$ cat src/shared/dax_pkg.sv
// Purpose: constants and carrier types for the dual-axis acceleration sensor serial port
// Assumes: one core clock of 20 MHz samples every pin of the serial link
// Notes: the serial clock is sampled and its edges found in the core clock domain
//
// Overview of operation
// - temperature select, active low, frames every temperature read for its whole length
// - the first output bit is driven at select fall, each later one onto the serial output at a serial clock fall
// - serial input bits enter the control word at serial clock rises
// - self test raises the acceleration code by typically 614 codes
// - falling acceleration select starts a conversion and frames its transfer
// - the serial clock both shifts data and paces the conversion
// - five wires: two selects share clock, serial input and serial output
// - acceleration is sampled on the second serial clock rise after select falls
// - a conversion takes 16 serial clocks; the host supplies all 16
// - rising acceleration select puts the serial output into high impedance
// - select held low after 16 clocks starts the next conversion at once
// - control bit 3 picks the axis: zero for X, one for Y
// - control bit 0 picks the mode: zero normal, one power-down
// - control contents are kept while powered down
// - power-down takes effect as soon as the control update completes
// - waking from power-down happens on the sixteenth serial clock rise of that frame
// - a temperature read is 16 clocks returning a leading zero then ten bits
// - after a temperature read the last bit holds until temperature select rises

package dax_pkg;

  // ----------------------------------------------------------------
  // control word layout
  // ----------------------------------------------------------------
  localparam int unsigned CTRL_W = 8;
  localparam int unsigned IGNORED_POS = 7;
  localparam int unsigned AXIS_POS = 3;
  localparam int unsigned POWER_POS = 0;
  localparam logic [7:0] CTRL_RESET = 8'h04;

  // ----------------------------------------------------------------
  // frame counts, as rises already seen when the named rise arrives
  // ----------------------------------------------------------------
  localparam logic [3:0] SAMPLE_RISE = 4'h1;
  localparam logic [3:0] LOAD_RISE = 4'h2;
  localparam logic [3:0] CTRL_LAST_RISE = 4'h7;
  localparam logic [3:0] FRAME_LAST = 4'hf;
  localparam logic [3:0] TEMP_LAST_IDX = 4'ha;

  // ----------------------------------------------------------------
  // data widths and values
  // ----------------------------------------------------------------
  localparam int unsigned CODE_W = 12;
  localparam int unsigned TEMP_W = 10;
  localparam logic [12:0] SELF_TEST_SHIFT = 13'h266;
  localparam logic [11:0] CODE_MAX = 12'hfff;
  localparam logic [11:0] CODE_RESET = 12'h000;
  localparam logic [9:0] TEMP_RESET = 10'h000;
  localparam int unsigned FIFO_DEPTH = 8;

  // ----------------------------------------------------------------
  // carriers
  // ----------------------------------------------------------------
  typedef struct packed {
    logic axis;
    logic [CODE_W-1:0] code;
  } dax_sample_t;

  typedef struct packed {
    logic sclk;
    logic accelSelN;
    logic tempSelN;
    logic din;
    logic selfTest;
  } dax_pins_t;

  localparam dax_pins_t PINS_IDLE = 5'b01100;

endpackage

$ cat src/logic/dax_fifo.sv
// Purpose: small synchronous FIFO with valid/ready on both sides
// Assumes: single clock, asynchronous active-low reset
// Notes: data out comes straight from the storage array at the read pointer
`timescale 1ns/1ps
`default_nettype none

module dax_fifo #(
  parameter int unsigned WIDTH = 13,
  parameter int unsigned DEPTH = 8
) (
  // clock and reset
  input wire logic core_clk,
  input wire logic nrst,
  // fill side
  input wire logic inValid,
  output logic inReady,
  input wire logic [WIDTH-1:0] inData,
  // drain side
  output logic outValid,
  input wire logic outReady,
  output logic [WIDTH-1:0] outData
);
  localparam int unsigned AW = $clog2(DEPTH);

  logic [WIDTH-1:0] mem [DEPTH];
  logic [AW:0] wrPtr_q, wrPtr_d, rdPtr_q, rdPtr_d;
  logic full, empty, doWrite, doRead;

  assign full = (wrPtr_q[AW] != rdPtr_q[AW]) && (wrPtr_q[AW-1:0] == rdPtr_q[AW-1:0]);
  assign empty = (wrPtr_q == rdPtr_q);
  assign inReady = !full;
  assign outValid = !empty;
  assign outData = mem[rdPtr_q[AW-1:0]];
  assign doWrite = inValid && !full;
  assign doRead = outReady && !empty;

  always_comb begin
    wrPtr_d = wrPtr_q;
    rdPtr_d = rdPtr_q;
    if (doWrite) begin
      wrPtr_d = wrPtr_q + 1'b1;
    end
    if (doRead) begin
      rdPtr_d = rdPtr_q + 1'b1;
    end
  end

  always_ff @(posedge core_clk or negedge nrst) begin
    if (!nrst) begin
      wrPtr_q <= '0;
      rdPtr_q <= '0;
    end else begin
      wrPtr_q <= wrPtr_d;
      rdPtr_q <= rdPtr_d;
    end
  end

  // storage has no reset; only written words are ever read
  always_ff @(posedge core_clk) begin
    if (doWrite) begin
      mem[wrPtr_q[AW-1:0]] <= inData;
    end
  end

endmodule

`default_nettype wire

$ cat src/logic/dax_serial_port.sv
// Purpose: serial slave port of a dual-axis acceleration sensor with temperature select
// Assumes: core_clk at 20 MHz, serial clock at most 2.5 MHz so each level lasts 4+ cycles
// Notes: all pins pass a two-flop synchroniser; output lags pin edges by about 3 cycles
`timescale 1ns/1ps
`default_nettype none

module dax_serial_port
  import dax_pkg::*;
(
  // clock and reset
  input wire logic core_clk,
  input wire logic nrst,
  // serial link pins
  input wire logic sclk,
  input wire logic accelSelN,
  input wire logic temp_select_n,
  input wire logic din,
  output logic dout,
  output logic doutOe,
  // sensor side
  input wire logic self_test_in,
  input wire logic [CODE_W-1:0] xCode,
  input wire logic [CODE_W-1:0] yCode,
  input wire logic [TEMP_W-1:0] tempCode,
  // control state towards the analog front end
  output logic axis_select,
  output logic powerDown,
  output logic [CTRL_W-1:0] accelControl
);

  // ----------------------------------------------------------------
  // helpers
  // ----------------------------------------------------------------
  function automatic logic accelBit(input logic [CODE_W-1:0] code, input logic [3:0] idx);
    logic [15:0] word;
    word = {4'h0, code};
    return word[4'hf - idx];
  endfunction

  // leading zero then ten bits; the last bit stays once the read is over
  function automatic logic tempBit(input logic [TEMP_W-1:0] code, input logic [3:0] idx);
    logic [10:0] word;
    logic [3:0] sat;
    word = {1'b0, code};
    sat = (idx > TEMP_LAST_IDX) ? TEMP_LAST_IDX : idx;
    return word[TEMP_LAST_IDX - sat];
  endfunction

  function automatic logic [CODE_W-1:0] addSelfTest(input logic [CODE_W-1:0] code);
    logic [12:0] sum;
    sum = {1'b0, code} + SELF_TEST_SHIFT;
    return sum[12] ? CODE_MAX : sum[CODE_W-1:0];
  endfunction

  // ----------------------------------------------------------------
  // pin synchroniser and edge detection
  // ----------------------------------------------------------------
  dax_pins_t pinsA_q, pinsA_d, pinsB_q, pinsB_d, prev_q, prev_d, pinsRaw;
  logic sclkRise, sclkFall, accelFall, tempFall, accelActive, tempActive;

  assign pinsRaw = '{sclk: sclk, accelSelN: accelSelN, tempSelN: temp_select_n,
                     din: din, selfTest: self_test_in};

  // only the second and third stages are ever judged, so a metastable first stage never reaches logic
  always_comb begin
    pinsA_d = pinsRaw;
    pinsB_d = pinsA_q;
    prev_d = pinsB_q;
  end

  always_ff @(posedge core_clk or negedge nrst) begin
    if (!nrst) begin
      pinsA_q <= PINS_IDLE;
      pinsB_q <= PINS_IDLE;
      prev_q <= PINS_IDLE;
    end else begin
      pinsA_q <= pinsA_d;
      pinsB_q <= pinsB_d;
      prev_q <= prev_d;
    end
  end

  // ----------------------------------------------------------------
  // edge detection on the settled pin copies
  // ----------------------------------------------------------------
  assign sclkRise = pinsB_q.sclk && !prev_q.sclk;
  assign sclkFall = !pinsB_q.sclk && prev_q.sclk;
  assign accelFall = !pinsB_q.accelSelN && prev_q.accelSelN;
  // acceleration select wins if the host breaks the exclusivity
  assign accelActive = !pinsB_q.accelSelN;
  assign tempActive = !pinsB_q.tempSelN && !accelActive;
  assign tempFall = tempActive && prev_q.tempSelN;

  // ----------------------------------------------------------------
  // frame position: rises seen since the select fell
  // ----------------------------------------------------------------
  logic [3:0] riseCnt_q, riseCnt_d;

  always_comb begin
    riseCnt_d = riseCnt_q;
    if (accelFall || tempFall) begin
      riseCnt_d = 4'h0;
    end else if (sclkRise && accelActive) begin
      // wraps after the sixteenth rise so a held select starts the next conversion
      riseCnt_d = riseCnt_q + 4'h1;
    end else if (sclkRise && tempActive && riseCnt_q != FRAME_LAST) begin
      riseCnt_d = riseCnt_q + 4'h1;
    end
  end

  always_ff @(posedge core_clk or negedge nrst) begin
    if (!nrst) begin
      riseCnt_q <= 4'h0;
    end else begin
      riseCnt_q <= riseCnt_d;
    end
  end

  // ----------------------------------------------------------------
  // control word and power mode
  // ----------------------------------------------------------------
  logic [CTRL_W-1:0] ctrlShift_q, ctrlShift_d, ctrl_q, ctrl_d, newWord;
  logic pd_q, pd_d, wake_q, wake_d;
  logic accelRise, ctrlUpdate, frameEnd;

  assign accelRise = accelActive && sclkRise;
  assign newWord = {ctrlShift_q[CTRL_W-2:0], pinsB_q.din};
  assign ctrlUpdate = accelRise && riseCnt_q == CTRL_LAST_RISE;
  assign frameEnd = accelRise && riseCnt_q == FRAME_LAST;

  always_comb begin
    ctrlShift_d = ctrlShift_q;
    ctrl_d = ctrl_q;
    pd_d = pd_q;
    wake_d = wake_q;
    if (accelRise && riseCnt_q <= CTRL_LAST_RISE) begin
      ctrlShift_d = newWord;
    end
    if (ctrlUpdate) begin
      ctrl_d = newWord;
      ctrl_d[IGNORED_POS] = 1'b0;
      if (newWord[POWER_POS]) begin
        // shutdown takes effect at once
        pd_d = 1'b1;
        wake_d = 1'b0;
      end else if (pd_q) begin
        wake_d = 1'b1;
      end
    end
    // a pending wake outlives an aborted frame and completes on a later one
    if (wake_q && frameEnd) begin
      pd_d = 1'b0;
      wake_d = 1'b0;
    end
  end

  // contents are only ever replaced by a write, never by shutdown
  always_ff @(posedge core_clk or negedge nrst) begin
    if (!nrst) begin
      ctrlShift_q <= CTRL_RESET;
      ctrl_q <= CTRL_RESET;
      pd_q <= 1'b0;
      wake_q <= 1'b0;
    end else begin
      ctrlShift_q <= ctrlShift_d;
      ctrl_q <= ctrl_d;
      pd_q <= pd_d;
      wake_q <= wake_d;
    end
  end

  assign accelControl = ctrl_q;
  assign axis_select = ctrl_q[AXIS_POS];
  assign powerDown = pd_q;

  // ----------------------------------------------------------------
  // sampling into the result FIFO
  // ----------------------------------------------------------------
  dax_sample_t pend_q, pend_d, headSample;
  logic pendValid_q, pendValid_d, fifoInReady, fifoOutValid, popReq;
  logic [CODE_W-1:0] baseCode;

  assign baseCode = ctrl_q[AXIS_POS] ? yCode : xCode;

  always_comb begin
    pend_d = pend_q;
    pendValid_d = pendValid_q;
    if (pendValid_q && fifoInReady) begin
      pendValid_d = 1'b0;
    end
    // a sample that finds the FIFO full waits here and blocks the next one
    if (accelRise && riseCnt_q == SAMPLE_RISE && !pd_q && !pendValid_d) begin
      pendValid_d = 1'b1;
      pend_d.axis = ctrl_q[AXIS_POS];
      pend_d.code = pinsB_q.selfTest ? addSelfTest(baseCode) : baseCode;
    end
  end

  always_ff @(posedge core_clk or negedge nrst) begin
    if (!nrst) begin
      pend_q <= '0;
      pendValid_q <= 1'b0;
    end else begin
      pend_q <= pend_d;
      pendValid_q <= pendValid_d;
    end
  end

  assign popReq = accelActive && sclkFall && riseCnt_q == LOAD_RISE;

  dax_fifo #(
    .WIDTH($bits(dax_sample_t)),
    .DEPTH(FIFO_DEPTH)
  ) resultFifo (
    .core_clk(core_clk),
    .nrst(nrst),
    .inValid(pendValid_q),
    .inReady(fifoInReady),
    .inData(pend_q),
    .outValid(fifoOutValid),
    .outReady(popReq),
    .outData(headSample)
  );

  // ----------------------------------------------------------------
  // link ownership
  // ----------------------------------------------------------------
  typedef enum logic [1:0] {LINK_IDLE, LINK_ACCEL, LINK_TEMP} dax_link_t;
  dax_link_t link_q, link_d;

  always_comb begin
    link_d = link_q;
    unique case (link_q)
      LINK_IDLE: begin
        if (accelActive) begin
          link_d = LINK_ACCEL;
        end else if (tempActive) begin
          link_d = LINK_TEMP;
        end
      end
      LINK_ACCEL: begin
        if (!accelActive) begin
          link_d = tempActive ? LINK_TEMP : LINK_IDLE;
        end
      end
      LINK_TEMP: begin
        // a host that breaks exclusivity loses the temperature frame
        if (accelActive) begin
          link_d = LINK_ACCEL;
        end else if (!tempActive) begin
          link_d = LINK_IDLE;
        end
      end
    endcase
  end

  always_ff @(posedge core_clk or negedge nrst) begin
    if (!nrst) begin
      link_q <= LINK_IDLE;
    end else begin
      link_q <= link_d;
    end
  end

  // ----------------------------------------------------------------
  // serial output
  // ----------------------------------------------------------------
  logic [CODE_W-1:0] outCode_q, outCode_d;
  logic [TEMP_W-1:0] tempLatch_q, tempLatch_d;
  logic dout_q, dout_d, oe_q, oe_d;

  always_comb begin
    outCode_d = outCode_q;
    tempLatch_d = tempLatch_q;
    dout_d = dout_q;
    if (popReq && fifoOutValid) begin
      outCode_d = headSample.code;
    end
    if (tempFall) begin
      tempLatch_d = tempCode;
    end
    if (accelFall) begin
      dout_d = accelBit(outCode_q, 4'h0);
    end else if (accelActive && sclkFall) begin
      dout_d = accelBit(outCode_d, riseCnt_q);
    end else if (tempFall) begin
      dout_d = tempBit(tempCode, 4'h0);
    end else if (tempActive && sclkFall) begin
      dout_d = tempBit(tempLatch_q, riseCnt_q);
    end
    // driver released as soon as the owning select rises
    oe_d = (link_d != LINK_IDLE);
  end

  always_ff @(posedge core_clk or negedge nrst) begin
    if (!nrst) begin
      outCode_q <= CODE_RESET;
      tempLatch_q <= TEMP_RESET;
      dout_q <= 1'b0;
      oe_q <= 1'b0;
    end else begin
      outCode_q <= outCode_d;
      tempLatch_q <= tempLatch_d;
      dout_q <= dout_d;
      oe_q <= oe_d;
    end
  end

  assign dout = dout_q;
  assign doutOe = oe_q;

endmodule

`default_nettype wire

$ cat config.mk
export PLATFORM = sky130hd
export DESIGN_NAME = dax_serial_port
export DESIGN_NICKNAME = d
export VERILOG_FILES = /design/src/shared/dax_pkg.sv /design/src/logic/dax_fifo.sv /design/src/logic/dax_serial_port.sv
export SDC_FILE = /design/constraint.sdc
export NUM_CORES = 1
export LEC_CHECK = 0
export BUFFER_PORTS_ARGS = -buffer_cell sky130_fd_sc_hd__buf_2
export CAP_MARGIN = 20
export CORE_UTILIZATION = 65
export DETAILED_ROUTE_END_ITERATION = 10
export PLACE_DENSITY = 0.85
export SLEW_MARGIN = 25
export SYNTH_ARGS = -nofsm -noshare
export SYNTH_HDL_FRONTEND = slang
export SYNTH_HIERARCHICAL = 1
export SYNTH_SLANG_ARGS = --single-unit
$ cat constraint.sdc
create_clock -name core_clk -period 9.6 [get_ports core_clk]
set_clock_uncertainty 0.2 [all_clocks]
set_input_delay 0.96 -clock core_clk [delete_from_list [all_inputs] [get_ports core_clk]]
set_output_delay 0.96 -clock core_clk [all_outputs]
set_load 0.005 [all_outputs]
# Yosys cells after proc, flatten, opt, wreduce, memory -nomap -nowiden
# Memory sizes are Yosys's and may differ from the RTL's.
# Index checks and enable logic that the tools add are counted.
# word_totals
regBits,80
word_cells,122
out_inout_bits,12
memories,1
ramBits,104
input_bits,41
# classes
order_cmp,4
add_sub_neg,6
n_eq_ne,10
muxes,34
n_reduce_logical,39
# memory_table
name,depth,width,read_ports,rd_ports_with_merged_regs,wr,line,source
resultFifo.mem,8,13,1,0,1,dax_fifo.sv:25,logic [WIDTH-1:0] mem [DEPTH];
# op_table
op,n
$mux 12,4
$logic_and 1x1->1,21
$mux 1,17
$mux 4,4
$add 12x10->13 const B,1
$add 4x1->4 const B,3
$mux 2,6
$lt 4x5->1 const B,2
$bmux 1 s4,2
$logic_not 1->1,8
$sub 4x4->4 const A,2
$pmux 2 s3,1
$reduce_bool 2->1,3
$reduce_bool 3->1,2
$eq 4x1->1 const B,1
$eq 4x2->1 const B,1
$eq 4x3->1 const B,1
$eq 4x4->1,1
$eq 4x4->1 const B,1
$gt 4x4->1 const B,1
$le 4x3->1 const B,1
$ne 4x4->1 const B,1
$reduce_and 2->1,2
$reduce_bool 4->1,1
other kinds (6),6

# Logic depth before layout (Yosys ltp)
# depth
depth_word,10
ltp_mapped,12
mapped_depth_nobuf,9

# Hierarchy
# Netlist, hierarchy kept.
# by_module_without_submodules
mod,n_inst,seq_area_each_um2,area_each_um2,cells_each
dax_fifo,1,3323.2,4538.1,208
dax_serial_port,1,1811.7,3633.5,334

# Worst setup path after synthesis
# No wires, ideal clock.
# synth_timing
kind,register -> register
start,reg resultFifo.rdPtr_q[2]
end,"mem resultFifo.mem[1][0], enable pin"
required_ps,8978
setup_time_ps,422
arrival_time_ps,2486
stages_incl_launch_ff,5
setup_slack_ps,6492
period_less_slack_ps,3108
n_path_buf,1
path_cell_list,dfrtp_1 -> buf_2 -> xor2_1 -> nor4_2 -> nor4b_1
# synth_via
elab_chain_cells,6
# synth_rtl
element,line,source
"start, declared",dax_fifo.sv:26,"logic [AW:0] wrPtr_q, wrPtr_d, rdPtr_q, rdPtr_d;"
"start signal, assigned",dax_fifo.sv:54,rdPtr_q <= rdPtr_d;
$eq 3x3->1,dax_fifo.sv:29,assign full = (wrPtr_q[AW] != rdPtr_q[AW]) && (wrPtr_q[AW-1:0] == rdPtr_q[AW-1:0]);
$logic_and 1x1->1,dax_fifo.sv:29,
$logic_not 1->1,dax_fifo.sv:34,assign doWrite = inValid && !full;
$logic_and 1x1->1,dax_fifo.sv:34,
$mux 1,dax_fifo.sv:60,if (doWrite) begin
$mux 1 (implied by the code),dax_fifo.sv:61,mem[wrPtr_q[AW-1:0]] <= inData;
"end, declared",dax_fifo.sv:25,
# Every way passes these cells.

# Worst setup path in the final report
# layout_timing
start,reg resultFifo.rdPtr_q[2]
end,"reg dout_q, in the netlist dout"
# layout_via
elab_chain_cells,8
word_cells_on_any_way,9
classes_between,eq/ne (1); mux (5); reduce/logical (2); memory (1)
# layout_rtl
element,line,source
$eq 4x4->1,dax_fifo.sv:30,assign empty = (wrPtr_q == rdPtr_q);
$logic_not 1->1,dax_fifo.sv:32,assign outValid = !empty;
named net fifoOutValid,dax_serial_port.sv:180,"logic pendValid_q, pendValid_d, fifoInReady, fifoOutValid, popReq;"
$logic_and 1x1->1,dax_serial_port.sv:276,if (popReq && fifoOutValid) begin
$mux 12,dax_serial_port.sv:276,
named net outCode_d[2],dax_serial_port.sv:268,"logic [CODE_W-1:0] outCode_q, outCode_d;"
$bmux 1 s4,dax_serial_port.sv:37,return word[4'hf - idx];
$mux 1 (implied by the code),dax_serial_port.sv:37,
$mux 1,dax_serial_port.sv:284,end else if (accelActive && sclkFall) begin
$mux 1,dax_serial_port.sv:282,if (accelFall) begin
"end signal, assigned",dax_serial_port.sv:304,dout_q <= dout_d;
"end, declared",dax_serial_port.sv:270,"logic dout_q, dout_d, oe_q, oe_d;"
# The timed path passes the listed nets, and every way through them passes these cells. The select of a mux whose other input is x is not followed.
# A chain may end at the register's enable or synchronous reset.

==> run summary <==
Vias -> 4820
Critical path's top delay family -> simple AND/OR/NAND/NOR gates
Area Overhead vs Synth -> 13.9%
Final ANT Viol Nets -> 0
Worst Setup SP -> resultFifo/rdPtr_q[2]
Max Freq -> 0.266 GHz
Maxcap violations -> 0
Root Driver -> clkbuf_16
DRC viols -> 0
Worst setup SP type -> flop
Critical Path RT -> 9700 ps
Pwr per Cell Area -> 233 nW/um^2
Final WL -> 17300 um
Deepest clock path buffer count -> 2
Critical Path, Cell by Cell -> xor2_1, nor3_1, nand2_1, nand4bb_1, or2_1, mux2_2, o221ai_1, a21o_1, a32oi_1
Post-Syn Nets -> 579
Worst Tran Pin Value -> 1120 ps
Slew headroom -> 24.8%
Gpl congestion -> 0.832
Share of cells above drive strength 1 -> 31.5%
VDD IR max -> 0.212 mV
Clock Latency Late Sink -> 430 ps
TNS Setup -> 0 ps
R2R cell count -> 9
H-tree depth -> 4
RSZ-0062 raised after global routing -> false
Total setup buffers inserted after CTS -> 0
Mapped Cells -> 529
DIE WIDTH -> 112 um
Syn_area_per_cell -> 14.8 sq um
Dpl hpwl -> 10100 um
Status -> finished, final reports clean
Static Leak -> 3.49 nW
Die H -> 112 um
Sink Count -> 175
Total Power -> 2.08 mW
CP Class -> reg -> reg
Post-Syn Area -> 7840 sq um
Reg2reg setup slack -> 5840 ps
Pins over their slew limit -> 0
DR iter-0 viols -> 536
Post-CTS sizing -> 0
Port buffer count -> 51
Class of the worst hold path -> reg -> reg
Min Tclk post-route -> 3760 ps
First-pass GRT wire length -> 27500 um
Largest net degree at the start of global routing -> 80
Hold_ws -> 147 ps
Crit path max-delay cell type -> dfrtp_1
WL per Instance -> 23.5 um
Critical path buffers and inverters -> 0
Final Util -> 77.2%
Num rows -> 39
Total CTS buffers -> 17
Vias in the first global route -> 5027
Final setup vio count -> 0
Nets -> 631
Core ar. -> 11600 sq um
Initial antenna violation count -> 0
Crit path to -> dout
Initial core utilization -> 67.8%
Clock slew at reported path FFs -> 70 ps
Reg2Reg Launch Point -> resultFifo/rdPtr_q[2]
ANT cells -> 0
DR pass1 iterations -> 5
I/O pin count -> 53
Synth warn -> 6
Final Hold Viols -> 0
CTS tree -> built
Die Footprint -> 12500 sq um
Critical Path Sink Type -> flop
CP Max Fanout -> 17
DR vias/cell -> 6.54
WP depth -> 9
# hold bufs at CTS -> 0
Max incr delay on CP -> 880 ps
R2r endpoint -> dout
GRT Resource Usage Total -> 30.5%
Post-route insts no fill -> 737
Cells after DPL -> 700
WP data arrival -> 3860 ps
Global route overflow -> 0
Final Cycle Share -> 39.1%
-- state kept, by name, summed over array words and instances (netlist names), 5 cells and up --
name,count
resultFifo/mem,96
outCode_q,12
pend_q,12
tempLatch_q,10
accelControl,7
ctrlShift_q,6
pinsA_q,5
-- power by group --
| group | internal [mW] | switching (mW) | total (mW) |
|---|---|---|---|
| clock | 0.443 | 0.284 | 0.728 |
| combinational | 0.175 | 0.181 | 0.356 |
| sequential | 0.904 | 0.0934 | 0.997 |
| total | 1.52 | 0.559 | 2.08 |
-- cells in the final DEF (no fill, tap or decap), drive strengths merged, types with 5 or more instances in the layout --
master   n
nand2   36
edfxtp  96
xnor2   15
a211oi   5
nand3    5
dfstp    8
dfrtp   71
buf     59
nor2b    7
nor2    23
nand2b   6
clkbuf  19
mux2i    9
nor3     7
mux4    25
xor2     9
clkinv   5
mux2    53
a21oi   13
ha       9
inv     18
o21ai   24
-- routing by layer --
layer | global-route usage (%) | wire length [um]
met5 | 0 | 0
met3 | 6.48 | 1110
met4 | 17.8 | 748
met1 | 37.4 | 6460
met2 | 50.5 | 9030
-- layout make-up --
class / count / area (sq um)
repair buffers: 59 / 325
inverters: 16 / 60.1
clock inverters: 13 / 185
multi-input cells: 312 / 2870
flip-flops and latches: 175 / 4870
well taps: 143 / 179
clock buffers: 19 / 443
fillers: 582 / 2640
-- worst reg2reg max path, delay by kind of cell (launching register included) --
kind / cells / cell delay (ps)
compound gates: 3 / 400
simple gates: 4 / 1380
xor+xnor: 1 / 340
flops: 1 / 880
mux: 1 / 430
-- worst min path at each step --
stage / start / to / cells past startpoint
floorplan: pinsA_q[1] / newWord[0] / 0
global placement: pinsA_q[1] / newWord[0] / 0
detailed placement: pinsA_q[4] / pinsB_q[4] / 0
CTS: pinsA_q[2] / pinsB_q[2] / 0
global route: pinsA_q[2] / pinsB_q[2] / 0
finish: pinsA_q[2] / pinsB_q[2] / 0
-- stage by stage --
step,setup WS [ps],cell area [sq um]
after floorplan,6610,7840
after detailed placement,5960,8250
final,5840,8930
after global routing,5590,8930
after CTS,5870,8880
after global placement,6100,8250
Note: power is estimated with default switching activity, not from simulation.
